### src/gis_defs.svh
/*
  Constants for the general interrupt status flag block: register
  offsets, field positions, reset values and masks.
  Assumes inclusion by bare name from the package and design files.
*/
`ifndef GIS_DEFS_SVH
`define GIS_DEFS_SVH

`define GIS_ADDR_W 8
`define GIS_DATA_W 24
`define GIS_RAW_W 7
`define GIS_NUM_AMPS 6

// register offsets
`define GIS_ADDR_GEN_CFG 8'h01
`define GIS_ADDR_CHAN_CTRL 8'h02
`define GIS_ADDR_STATUS 8'h07
`define GIS_ADDR_INT_EN 8'h08

// status bit positions
`define GIS_BIT_AMP_OV 8
`define GIS_BIT_MAIN_HV 7
`define GIS_BIT_OUT_HV 6
`define GIS_BIT_THERM_SHUT 5
`define GIS_BIT_THERM_WARN 4
`define GIS_BIT_OVERCUR 3
`define GIS_BIT_CFG_ERR 2
`define GIS_BIT_CRC_ERR 1
`define GIS_BIT_PIN_EDGE 0

// raw analog detector indices in the synchroniser vector
`define GIS_RAW_AMP_OV 0
`define GIS_RAW_MAIN_HV 1
`define GIS_RAW_OUT_HV 2
`define GIS_RAW_THERM_SHUT 3
`define GIS_RAW_THERM_HOT 4
`define GIS_RAW_THERM_COOL 5
`define GIS_RAW_OVERCUR 6

// general configuration and channel control field layout
`define GIS_OM_MSB 3
`define GIS_OM_LSB 0
`define GIS_FP_MSB 6
`define GIS_FP_LSB 4
`define GIS_PP_MSB 9
`define GIS_PP_LSB 7
`define GIS_AMP_MSB 15
`define GIS_AMP_LSB 10
`define GIS_OVC_MODE 16
`define GIS_CRC_EN 17
`define GIS_ADC_REF 18
`define GIS_DAC_REF 19
`define GIS_DIAG_MSB 3
`define GIS_DIAG_LSB 0

// legality limits and amplifier needs
`define GIS_OM_MAX_LEGAL 4'h8
`define GIS_PAIR_MAX_LEGAL 3'h4
`define GIS_OM_OFF 4'h0
`define GIS_DIAG_NONE 4'h0
`define GIS_AO_AMP_REQ 6'h03

// reset values and masks
`define GIS_GEN_CFG_RST 24'h000000
`define GIS_CHAN_CTRL_RST 24'h000000
`define GIS_INT_EN_RST 24'h000000
`define GIS_CFG_KEEP_MASK 24'h0e0000
`define GIS_INT_EN_MASK 24'h0001df
`define GIS_ZERO_WORD 24'h000000

`endif

### src/gis_pkg.sv
/*
  Types for the general interrupt status flag block.
  Assumes gis_defs.svh is on the include path.
*/
`default_nettype none
`include "gis_defs.svh"

package gis_pkg;

  typedef logic [`GIS_DATA_W-1:0] gis_word_t;
  typedef logic [`GIS_ADDR_W-1:0] gis_addr_t;
  typedef logic [`GIS_RAW_W-1:0] gis_raw_t;

  typedef struct packed {
    gis_raw_t s1;
    gis_raw_t s2;
    gis_raw_t s3;
    gis_raw_t level;
  } gis_sync_state_t;

  typedef struct packed {
    gis_word_t genCfg;
    gis_word_t chanCtrl;
    gis_word_t intEn;
    gis_word_t rdData;
    logic rdValid;
    logic thermShut;
    logic thermWarn;
    logic overcur;
    logic cfgErr;
    logic crcErr;
    logic pinEdge;
    logic shutPrev;
    logic irq;
  } gis_state_t;

endpackage : gis_pkg

`default_nettype wire

### src/gis_status_flags.sv
/*
  General interrupt status flags: the 24-bit status word, the enable
  word, the general configuration and channel control words whose
  writes and consistency feed the configuration error flag.
  Assumes a register port that presents one-cycle read and write
  strobes with an address, analog detectors as asynchronous levels,
  and CRC and pin-edge events as one-cycle pulses on clk.
*/
`default_nettype none
`include "gis_defs.svh"

module gis_status_flags (
  // clock and reset
  input wire logic clk,
  input wire logic rstn,
  // register port
  input wire logic rdStrobe,
  input wire gis_pkg::gis_addr_t rdAddr,
  output gis_pkg::gis_word_t rdData,
  output logic rdValid,
  input wire logic wrStrobe,
  input wire gis_pkg::gis_addr_t wrAddr,
  input wire gis_pkg::gis_word_t wrData,
  // analog detector levels, asynchronous
  input wire logic ampOverRange,
  input wire logic mainHvLow,
  input wire logic outHvLow,
  input wire logic thermShutTrip,
  input wire logic thermWarnHot,
  input wire logic thermWarnCool,
  input wire logic overcurDetect,
  // same-clock event pulses
  input wire logic crcFailPulse,
  input wire logic pinEdgePulse,
  // controls and interrupt out
  output logic pgaDisconnect,
  output gis_pkg::gis_word_t generalConfiguration,
  output gis_pkg::gis_word_t channelControl,
  output logic intOut
);
  import gis_pkg::*;

  // output mode codes above the legal limit are rejected
  function automatic logic modeLegal(input logic [3:0] code);
    modeLegal = (code <= `GIS_OM_MAX_LEGAL);
  endfunction : modeLegal

  // input pair codes above the legal limit are rejected
  function automatic logic pairLegal(input logic [2:0] code);
    pairLegal = (code <= `GIS_PAIR_MAX_LEGAL);
  endfunction : pairLegal

  // amplifiers needed by a diagnostic channel: channel n needs amp n-1
  function automatic logic [`GIS_NUM_AMPS-1:0] diagNeed(
      input logic [3:0] sel);
    logic [`GIS_NUM_AMPS-1:0] m;
    m = '0;
    for (int i = 0; i < `GIS_NUM_AMPS; i++) begin
      if (sel == 4'(i + 1)) begin
        m[i] = 1'b1;
      end
    end
    diagNeed = m;
  endfunction : diagNeed

  // amplifiers needed by an output mode
  function automatic logic [`GIS_NUM_AMPS-1:0] modeNeed(
      input logic [3:0] code);
    modeNeed = (code == `GIS_OM_OFF) ? '0 : `GIS_AO_AMP_REQ;
  endfunction : modeNeed

  gis_state_t st_q;
  gis_state_t st_d;
  gis_raw_t rawVec;
  gis_raw_t lvl;

  assign rawVec[`GIS_RAW_AMP_OV] = ampOverRange;
  assign rawVec[`GIS_RAW_MAIN_HV] = mainHvLow;
  assign rawVec[`GIS_RAW_OUT_HV] = outHvLow;
  assign rawVec[`GIS_RAW_THERM_SHUT] = thermShutTrip;
  assign rawVec[`GIS_RAW_THERM_HOT] = thermWarnHot;
  assign rawVec[`GIS_RAW_THERM_COOL] = thermWarnCool;
  assign rawVec[`GIS_RAW_OVERCUR] = overcurDetect;

  gis_sync u_sync (
    .clk(clk),
    .rstn(rstn),
    .rawIn(rawVec),
    .levelOut(lvl)
  );

  // live view of the status word, built from held and synced state
  gis_word_t statusWord;
  logic diagMismatch;
  logic [`GIS_NUM_AMPS-1:0] ampsNow;

  always_comb begin
    ampsNow = st_q.genCfg[`GIS_AMP_MSB:`GIS_AMP_LSB];
    diagMismatch = |(diagNeed(
        st_q.chanCtrl[`GIS_DIAG_MSB:`GIS_DIAG_LSB]) & ~ampsNow);
    statusWord = `GIS_ZERO_WORD;
    statusWord[`GIS_BIT_AMP_OV] = lvl[`GIS_RAW_AMP_OV];
    statusWord[`GIS_BIT_MAIN_HV] = lvl[`GIS_RAW_MAIN_HV];
    statusWord[`GIS_BIT_OUT_HV] = lvl[`GIS_RAW_OUT_HV];
    statusWord[`GIS_BIT_THERM_SHUT] = st_q.thermShut;
    statusWord[`GIS_BIT_THERM_WARN] = st_q.thermWarn;
    statusWord[`GIS_BIT_OVERCUR] = st_q.overcur;
    statusWord[`GIS_BIT_CFG_ERR] = st_q.cfgErr | diagMismatch;
    statusWord[`GIS_BIT_CRC_ERR] = st_q.crcErr;
    statusWord[`GIS_BIT_PIN_EDGE] = st_q.pinEdge;
  end

  logic statusRead;
  logic cfgWrite;
  logic chanWrite;
  logic shutEvent;
  logic crcEnabled;
  logic cfgErrSet;
  gis_word_t cfgNext;
  logic [`GIS_NUM_AMPS-1:0] needAmps;

  always_comb begin
    st_d = st_q;
    statusRead = rdStrobe && (rdAddr == `GIS_ADDR_STATUS);
    cfgWrite = wrStrobe && (wrAddr == `GIS_ADDR_GEN_CFG);
    chanWrite = wrStrobe && (wrAddr == `GIS_ADDR_CHAN_CTRL);
    shutEvent = lvl[`GIS_RAW_THERM_SHUT] && !st_q.shutPrev;
    crcEnabled = st_q.genCfg[`GIS_CRC_EN];
    cfgErrSet = 1'b0;
    cfgNext = st_q.genCfg;
    st_d.shutPrev = lvl[`GIS_RAW_THERM_SHUT];

    // configuration write: each code field checked on its own, an
    // illegal field keeps its old value while the rest still land
    if (cfgWrite) begin
      cfgNext = wrData;
      if (!modeLegal(wrData[`GIS_OM_MSB:`GIS_OM_LSB])) begin
        cfgNext[`GIS_OM_MSB:`GIS_OM_LSB] =
            st_q.genCfg[`GIS_OM_MSB:`GIS_OM_LSB];
        cfgErrSet = 1'b1;
      end
      if (!pairLegal(wrData[`GIS_FP_MSB:`GIS_FP_LSB])) begin
        cfgNext[`GIS_FP_MSB:`GIS_FP_LSB] =
            st_q.genCfg[`GIS_FP_MSB:`GIS_FP_LSB];
        cfgErrSet = 1'b1;
      end
      if (!pairLegal(wrData[`GIS_PP_MSB:`GIS_PP_LSB])) begin
        cfgNext[`GIS_PP_MSB:`GIS_PP_LSB] =
            st_q.genCfg[`GIS_PP_MSB:`GIS_PP_LSB];
        cfgErrSet = 1'b1;
      end
    end

    // output mode with its amplifiers off: power them and flag it;
    // checked every cycle so the register never shows the bad pair
    needAmps = modeNeed(cfgNext[`GIS_OM_MSB:`GIS_OM_LSB]);
    if ((cfgNext[`GIS_AMP_MSB:`GIS_AMP_LSB] & needAmps) != needAmps) begin
      cfgNext[`GIS_AMP_MSB:`GIS_AMP_LSB] =
          cfgNext[`GIS_AMP_MSB:`GIS_AMP_LSB] | needAmps;
      cfgErrSet = 1'b1;
    end

    // shutdown beats a same-cycle write; crc and reference selects
    // survive so the serial link keeps working after the event
    if (shutEvent) begin
      st_d.genCfg = (`GIS_GEN_CFG_RST & ~`GIS_CFG_KEEP_MASK) |
          (st_q.genCfg & `GIS_CFG_KEEP_MASK);
      st_d.chanCtrl = `GIS_CHAN_CTRL_RST;
    end else begin
      st_d.genCfg = cfgNext;
      if (chanWrite) begin
        st_d.chanCtrl = wrData;
      end
    end

    // enable word; reserved positions never store
    if (wrStrobe && (wrAddr == `GIS_ADDR_INT_EN)) begin
      st_d.intEn = wrData & `GIS_INT_EN_MASK;
    end

    // sticky flags: clear by status read, any same-cycle set wins
    st_d.thermShut = (st_q.thermShut & ~statusRead) |
        lvl[`GIS_RAW_THERM_SHUT];

    // warning holds between the hot and cool detector thresholds
    if (lvl[`GIS_RAW_THERM_HOT]) begin
      st_d.thermWarn = 1'b1;
    end else if (lvl[`GIS_RAW_THERM_COOL]) begin
      st_d.thermWarn = 1'b0;
    end

    if (st_q.genCfg[`GIS_OVC_MODE]) begin
      st_d.overcur = (st_q.overcur & ~statusRead) |
          lvl[`GIS_RAW_OVERCUR];
    end else begin
      st_d.overcur = lvl[`GIS_RAW_OVERCUR];
    end

    st_d.cfgErr = (st_q.cfgErr & ~statusRead) |
        cfgErrSet;

    st_d.crcErr = (st_q.crcErr & ~statusRead) |
        (crcFailPulse & crcEnabled);

    // status read clears only the summary; pin data lives elsewhere
    // and this block drives nothing toward it
    st_d.pinEdge = (st_q.pinEdge & ~statusRead) |
        pinEdgePulse;

    // read data shows the word as it stood before the clearing read
    st_d.rdValid = rdStrobe;
    if (rdStrobe) begin
      unique case (rdAddr)
        `GIS_ADDR_STATUS: st_d.rdData = statusWord;
        `GIS_ADDR_INT_EN: st_d.rdData = st_q.intEn;
        `GIS_ADDR_GEN_CFG: st_d.rdData = st_q.genCfg;
        `GIS_ADDR_CHAN_CTRL: st_d.rdData = st_q.chanCtrl;
        default: st_d.rdData = `GIS_ZERO_WORD;
      endcase
    end

    // one cycle of lag on the pin keeps it glitch free
    st_d.irq = |(statusWord & st_q.intEn);
  end

  always_ff @(posedge clk) begin
    if (!rstn) begin
      st_q.genCfg <= `GIS_GEN_CFG_RST;
      st_q.chanCtrl <= `GIS_CHAN_CTRL_RST;
      st_q.intEn <= `GIS_INT_EN_RST;
      st_q.rdData <= `GIS_ZERO_WORD;
      st_q.rdValid <= 1'b0;
      st_q.thermShut <= 1'b0;
      st_q.thermWarn <= 1'b0;
      st_q.overcur <= 1'b0;
      st_q.cfgErr <= 1'b0;
      st_q.crcErr <= 1'b0;
      st_q.pinEdge <= 1'b0;
      st_q.shutPrev <= 1'b0;
      st_q.irq <= 1'b0;
    end else begin
      st_q <= st_d;
    end
  end

  assign rdData = st_q.rdData;
  assign rdValid = st_q.rdValid;
  assign pgaDisconnect = lvl[`GIS_RAW_AMP_OV];
  assign generalConfiguration = st_q.genCfg;
  assign channelControl = st_q.chanCtrl;
  assign intOut = st_q.irq;

endmodule : gis_status_flags

`default_nettype wire

### src/gis_sync.sv
/*
  Three-stage synchroniser for the raw analog detector levels.
  Assumes detector outputs are asynchronous levels; a change is taken
  only once the second and third stages agree.
*/
`default_nettype none
`include "gis_defs.svh"

module gis_sync (
  // clock and reset
  input wire logic clk,
  input wire logic rstn,
  // raw and filtered levels
  input wire gis_pkg::gis_raw_t rawIn,
  output gis_pkg::gis_raw_t levelOut
);
  import gis_pkg::*;

  gis_sync_state_t st_q;
  gis_sync_state_t st_d;

  always_comb begin
    st_d = st_q;
    st_d.s1 = rawIn;
    st_d.s2 = st_q.s1;
    st_d.s3 = st_q.s2;
    // per-bit update only where the two later stages agree
    for (int i = 0; i < `GIS_RAW_W; i++) begin
      if (st_q.s2[i] == st_q.s3[i]) begin
        st_d.level[i] = st_q.s3[i];
      end
    end
  end

  always_ff @(posedge clk) begin
    if (!rstn) begin
      st_q <= '0;
    end else begin
      st_q <= st_d;
    end
  end

  assign levelOut = st_q.level;

endmodule : gis_sync

`default_nettype wire
### config.mk
export PLATFORM = sky130hd
export DESIGN_NAME = gis_status_flags
export DESIGN_NICKNAME = d
export VERILOG_FILES = /design/src/gis_pkg.sv /design/src/gis_status_flags.sv /design/src/gis_sync.sv
export VERILOG_INCLUDE_DIRS = /design/src
export SDC_FILE = /design/constraint.sdc
export NUM_CORES = 1
export LEC_CHECK = 0
export BUFFER_PORTS_ARGS = -buffer_cell sky130_fd_sc_hd__buf_4
export CORE_MARGIN = 2
export CORE_UTILIZATION = 55
export CTS_BUF_LIST = sky130_fd_sc_hd__clkbuf_8
export DETAILED_ROUTE_END_ITERATION = 10
export HOLD_SLACK_MARGIN = 0.1
export PLACE_DENSITY = 0.87
export SYNTH_ARGS = -nofsm -noshare
export SYNTH_HDL_FRONTEND = slang
export SYNTH_HIERARCHICAL = 1
export SYNTH_SLANG_ARGS = --single-unit
export TNS_END_PERCENT = 10
### constraint.sdc
create_clock -name clk -period 2.3 [get_ports clk]
set_input_delay 0.46 -clock clk [delete_from_list [all_inputs] [get_ports clk]]
set_output_delay 0.46 -clock clk [all_outputs]
set_load 0.05 [all_outputs]
==> results of run 1 <==
-- per-stage QoR --
stage | instance area, um^2 | util [%] | worst slack (ns) | std cells
after floorplan | 5300 | - | 0.497 | 587
after global placement | 5780 | 62.3 | 0.210 | 747
after detailed placement | 5780 | 62.3 | 0.131 | 747
after CTS | 6140 | 66.1 | 0.565 | 778
after global routing | 6140 | 66.1 | 0.394 | 778
final | 6140 | 66.1 | 0.530 | 778
-- logic make-up after synthesis --
logic type	Yosys count
AND/OR/NAND/NOR	189
AO/OA/AOI/OAI	132
multiplexers	36
flip-flops	117
buffers and inverters	113
-- cells in the final DEF (no fill, tap or decap), types with 3 or more instances in the layout --
cell,synthesis,layout
a22o_1,16,16
o21ai_0,19,19
nor2b_1,27,27
buf_4,83,139
nor3_1,3,3
dfxtp_1,117,117
inv_1,2,5
clkinv_2,0,4
and2_1,28,28
clkinvlp_4,0,4
nand3_1,3,3
clkbuf_8,0,19
nand2b_1,3,3
mux2i_1,36,36
a21boi_0,7,7
a22oi_1,19,19
o22ai_1,8,8
a31oi_1,5,5
nor2_1,74,74
a21oi_1,45,45
nand2_1,35,35
-- final cells by class --
class,instances,area [um^2]
Clock buffer,19,262
Clock inverter,12,91.3
Fill cell,774,3150
Inverter,3,11.3
Multi-Input combinational cell,357,2180
Sequential cell,117,2340
Tap cell,129,161
Timing Repair Buffer,141,1080
-- state kept, by name, summed over array words and instances, names as in the netlist --
| register | count |
|---|---|
| channelControl | 24 |
| generalConfiguration | 24 |
| rdData | 24 |
| st_q | 15 |
| u_sync/st_d | 14 |
| u_sync/levelOut | 7 |
| u_sync/st_q | 7 |
| intOut | 1 |
| rdValid | 1 |
-- power by group through the flow --
stage               clock network (W)  logic [W]  registers, W
CTS                           0.00168   0.000208       0.00205
floorplan                           0  0.0000871       0.00210
finish                        0.00166   0.000210       0.00205
detailed placement                  0   0.000208       0.00210
global placement                    0   0.000201       0.00210
global route                  0.00177   0.000224       0.00205
-- metal layers --
metal / routed length [um] / global-route usage (%) / share of wire, %
met1: 5290 / 30.6 / 42
met3: 1040 / 6.91 / 8.2
met2: 6150 / 41.9 / 48
met5: 0 / 0 / 0
met4: 236 / 9.23 / 1.9
-- critical path, delay by kind of cell --
kind                   cells  cell delay [ns]
buffers and inverters      1             0.12
and+or+nand+nor            3             0.85
AOI/OAI and AO/OA          2             0.62
-- worst min-delay path by stage --
stage / endpoint / cells past startpoint / from / slack [ns]
final: u_sync/st_d[16]$_SDFF_PN0_ / 2 / outHvLow / 0.25
after floorplan: u_sync/st_d[11]$_SDFF_PN0_ / 1 / u_sync/st_d[18]$_SDFF_PN0_ / 0.41
after global routing: u_sync/st_d[18]$_SDFF_PN0_ / 2 / thermWarnHot / 0.22
after global placement: u_sync/st_d[12]$_SDFF_PN0_ / 1 / u_sync/st_d[19]$_SDFF_PN0_ / 0.41
after CTS: u_sync/st_d[18]$_SDFF_PN0_ / 2 / thermWarnHot / 0.23
after detailed placement: u_sync/st_d[9]$_SDFF_PN0_ / 1 / u_sync/st_d[16]$_SDFF_PN0_ / 0.42
==> metrics, run 1 <==
share of the synthesized area in the top cell type 44.2%; GRT Total Usage 24.9%; post-CTS setup buffers 0; drt initial violations 291; max-slew violations 0; Crit Reg-Reg Endpoint intOut$_SDFF_PN0_; first-pass GRT wire length 20200 um; endpoints failing setup 0; Buffers on Ports 127; FF-to-FF setup slack 0.86 ns; switching pwr 0.000902 W; Critical Path Start Type input pin; DR vias 4335; via density per instance 5.57; syn nets 640; Skew-Pair Late Insertion Delay 0.41 ns; fin crit share 77.0%; Post-DRT Antenna Nets 0; Routed WL per cell 16.4 um; IR drop worst, VDD 0.437 mV; Crit Path Category input pin to flop; Most used DFF post-synth dfxtp_1; most common cell in the synthesized netlist dfxtp_1; HP Class input pin to flop; most instantiated cells after synthesis dfxtp_1, buf_4, nor2_1; die height 102 um; n_diodes 0; CTS Hold Bufs 0; Post-Synth XOR/XNOR Area 0%; Longest Clk Path Bufs 2; GRT Residual Overflow 0; ratio of cells with drive above 1 in the final layout 27.7%; Cells after Synth 587; Synth area leader dfxtp_1; DRT Pass-1 Iters 5; top cells by area, synth dfxtp_1, buf_4, mux2i_1; Worst Path Required 2.57 ns; multiplexer area fraction after synthesis 6.81%; syn avg cell area 9.02 um^2; GPL Wtd Cong 0.877; crit path DAT 2.04 ns; Clock Skew 0.00801 ns; pwr/cell area 639 nW/um^2; Final Hold Viols 0; Synth warnings 6; CP Cell Sequence buf_4, nor4_4, and4_1, nand2_4, a222oi_1, o22ai_1; setup TNS 0 ns; CP max stage delay 0.47 ns; Crit Path Max Fanout 8; Detail Placement HPWL 9150 um; largest net degree at the start of global routing 46; Synth cell types 45; RSZ-0062 raised after global routing no; Root Buffer clkbuf_8; register area share after synthesis 44.2%; max_slew headroom 54.6%; synthesis-to-layout area growth 15.9%; Nets 690; Cell Area, Synth 5300 um^2; Clock transition at path regs 0.06 ns; TritonCTS buffer count 17; Clock power frac 42.3%; total die area 10400 um^2; Crit. End Element flop; # IOs 128; MaxCap Viol Count 0; start point of the critical path wrAddr[2]; Critical Path Sink st_q[4]$_SDFF_PN0_; vias in the first global route 4219; Adder-Cell Fraction of Synth Area 0%; main combinational cell family by area after synthesis simple AND/OR/NAND/NOR gates; slowest cell on the critical path a222oi_1; Core Area 9280 um^2; clock sink total 117; drt total wl 12700 um; Register-to-Register Path Depth 5; initial antenna violation count 0; worst r2r src channelControl[2]$_SDFFE_PP0P_; Final min period 1.77 ns; CTS tree yes; EDFF count, synth 0; Seq pwr share 52.4%; total power 0.00392 W; Cell Int Power 0.00302 W; Seq cells post-synth 117; PostCTS Resize Cnt 0; H-Tree Depth 4; asr flop ratio synth 0%; Initial Util 57.0%; slew of the pin with the lowest slew margin 0.680 ns; Rows 35; outcome completed; die width 102 um; sw frac 23.0%; DRC 0; combinational power share 5.3%; hold slack 0.249 ns; Pleak 2.46 nW; complex-gate fraction of the synthesized area 16.3%; Simple-Gate Fraction of Synth Area 17.9%; f_max 0.565 GHz
(Power assumes the default switching activity.)
==> run 2, diff against run 1 <==
Settings changed: CORE_UTILIZATION 55 to 50, PLACE_DENSITY 0.87 to 0.83.
Clock period 2.3 ns to 1.55 ns, I/O delays scaled along.
==> run 2 against run 1 <==
  * Global-route usage decreased by 0.77 points
  * Flip-flop and latch count stayed put
  * Largest cell class unchanged
  * Cell count up 4.8%
  * Register-to-register slack got worse by 0.68 ns
  * Largest power group is now the clock network
  * First-iteration DRC count grew 38%
==> metrics, run 2 (synthesized netlist as in run 1, its figures left out) <==
TritonCTS buffer count 17; ratio of cells with drive above 1 in the final layout 30.5%; CTS tree yes; slew of the pin with the lowest slew margin 0.421 ns; FF-to-FF setup slack 0.18 ns; outcome completed; IR drop worst, VDD 0.925 mV; crit-path most repeated cell buf_4; Core Area 10300 um^2; via density per instance 5.45; most common cell after layout, fill and taps aside buf_4; drt total wl 13700 um; Hold Crit Start mainHvLow; HP Class input pin to flop; n_diodes 0; setup TNS 0 ns; die width 107 um; Inst Count DP 776; f_max 0.675 GHz; endpoints failing setup 0; max_slew headroom 71.9%; start point of the critical path wrAddr[2]; Final Non-Filler Cells 815; first-pass GRT wire length 21400 um; Place WS -0.330 ns; switching pwr 0.00143 W; Pleak 2.65 nW; Crit Path Category input pin to flop; RSZ-0062 raised after global routing yes; worst r2r src channelControl[2]$_SDFFE_PP0P_; Final Hold Viols 0; DRT Pass-1 Iters 6; Nets 719; H-Tree Depth 4; Root Buffer clkbuf_8; DRC 0; Cell Int Power 0.00504 W; clock sink total 117; combinational power share 5.6%; Routed WL per cell 16.8 um; GRT Total Usage 24.1%; Clock transition at path regs 0.07 ns; Hold Path Stages 2; GPL Wtd Cong 0.895; final core occ 62.9%; Initial Util 51.3%; Crit Path Max Fanout 6; Clock Skew 0.0146 ns; Buffers on Ports 127; largest net degree at the start of global routing 31; max-slew violations 0; sw frac 22.1%; initial antenna violation count 0; die height 107 um; CP max stage delay 0.34 ns; DR vias 4442; Rows 37; commonest cells after routing, fill and taps aside buf_4, dfxtp_1, nor2_1; Detail Placement HPWL 9900 um; Post-DRT Antenna Nets 0; Seq pwr share 47.1%; Register-to-Register Path Depth 5; Crit. End Element flop; synthesis-to-layout area growth 22.6%; fill count 826; fin crit share 95.6%; slowest cell on the critical path nor4b_4; Longest Clk Path Bufs 2; Final WS setup 0.0682 ns; Final min period 1.48 ns; CP Cell Sequence buf_4, nor4_4, nand2_1, nor4b_4, buf_4, mux2i_1, nor2_1; Worst Path Required 1.85 ns; total die area 11400 um^2; pwr/cell area 997 nW/um^2; # IOs 128; MaxCap Viol Count 0; crit path DAT 1.79 ns; drt initial violations 401; Critical Path Start Type input pin; Hold EP u_sync/st_d[15]$_SDFF_PN0_; Crit Reg-Reg Endpoint intOut$_SDFF_PN0_; vias in the first global route 4366; Skew-Pair Late Insertion Delay 0.43 ns; Clock power frac 47.3%; GRT Residual Overflow 0
[run 2: changes by cell type in the layout (fill, tap and decap cells not counted), moves of 2 or more]
cell | before | now
buf_4 | 139 | 160
bufinv_16 | 1 | 4
clkinv_4 | 0 | 4
clkinvlp_4 | 4 | 1
dfxtp_1 | 117 | 115
dfxtp_2 | 0 | 2
dlygate4sd3_1 | 0 | 7
inv_1 | 5 | 3
[run 2: power by group through the flow]
| stage | logic [W] | clock network (W) | registers [W] |
|---|---|---|---|
| after detailed placement | 0.000342 | 0 | 0.00312 |
| after global placement | 0.000328 | 0 | 0.00311 |
| after floorplan | 0.000130 | 0 | 0.00311 |
| final | 0.000362 | 0.00306 | 0.00305 |
| after CTS | 0.000358 | 0.00310 | 0.00305 |
| after global routing | 0.000386 | 0.00324 | 0.00305 |
[run 2: how the worst max path moves through the flow]
stage | end | slack [ns] | cells past startpoint
global route | channelControl[8]$_SDFFE_PP0P_ | -0.01 | 7
floorplan | generalConfiguration[10]$_SDFF_PP0_ | -0.05 | 6
CTS | channelControl[2] | 0.03 | 1
finish | channelControl[8]$_SDFFE_PP0P_ | 0.07 | 7
global placement | channelControl[3]$_SDFFE_PP0P_ | -0.23 | 7
detailed placement | channelControl[21]$_SDFFE_PP0P_ | -0.33 | 7
[run 2: per-stage QoR]
step | hold slack [ns] | power [W] | cell area (um^2)
4_1_cts | 0.101 | 0.00651 | 6490
2_1_floorplan | 0.406 | 0.00324 | 5310
6_report | 0.114 | 0.00647 | 6490
3_3_place_gp | 0.412 | 0.00344 | 5980
5_1_grt | 0.105 | 0.00667 | 6490
3_5_place_dp | 0.412 | 0.00346 | 5980
[run 2: worst max-delay path: cells and delay by family]
family        cells  cell delay (ns)
buf+inv           2             0.36
mux               1             0.23
simple gates      4             0.89
[run 2: cell type report]
class,count,area [um^2],area share [%]
Multi-Input combinational cell,357,2190,33.8
Clock inverter,13,181,2.79
Timing Repair Buffer,170,1330,20.5
Clock buffer,19,262,4.03
Inverter,3,11.3,0.173
Tap cell,136,170,2.62
Sequential cell,117,2340,36.1
[run 2: timing repair]
| item | 4_1_cts | 5_1_grt |
|---|---|---|
| endpoints found under the setup margin | 0 | 3 |
| hold buffers | 7 | 0 |
| buffers inserted | 0 | 0 |
| hold endpoints to repair | 7 | 0 |
| resized for setup | 0 | 2 |
[run 2: layer usage]
metal / part of all wire, % / track usage, % / wire, um
met3: 7.7 / 6.02 / 1050
met1: 39 / 27.7 / 5350
met5: 0 / 0 / 0
met4: 2.8 / 10.8 / 389
met2: 51 / 42.4 / 6930
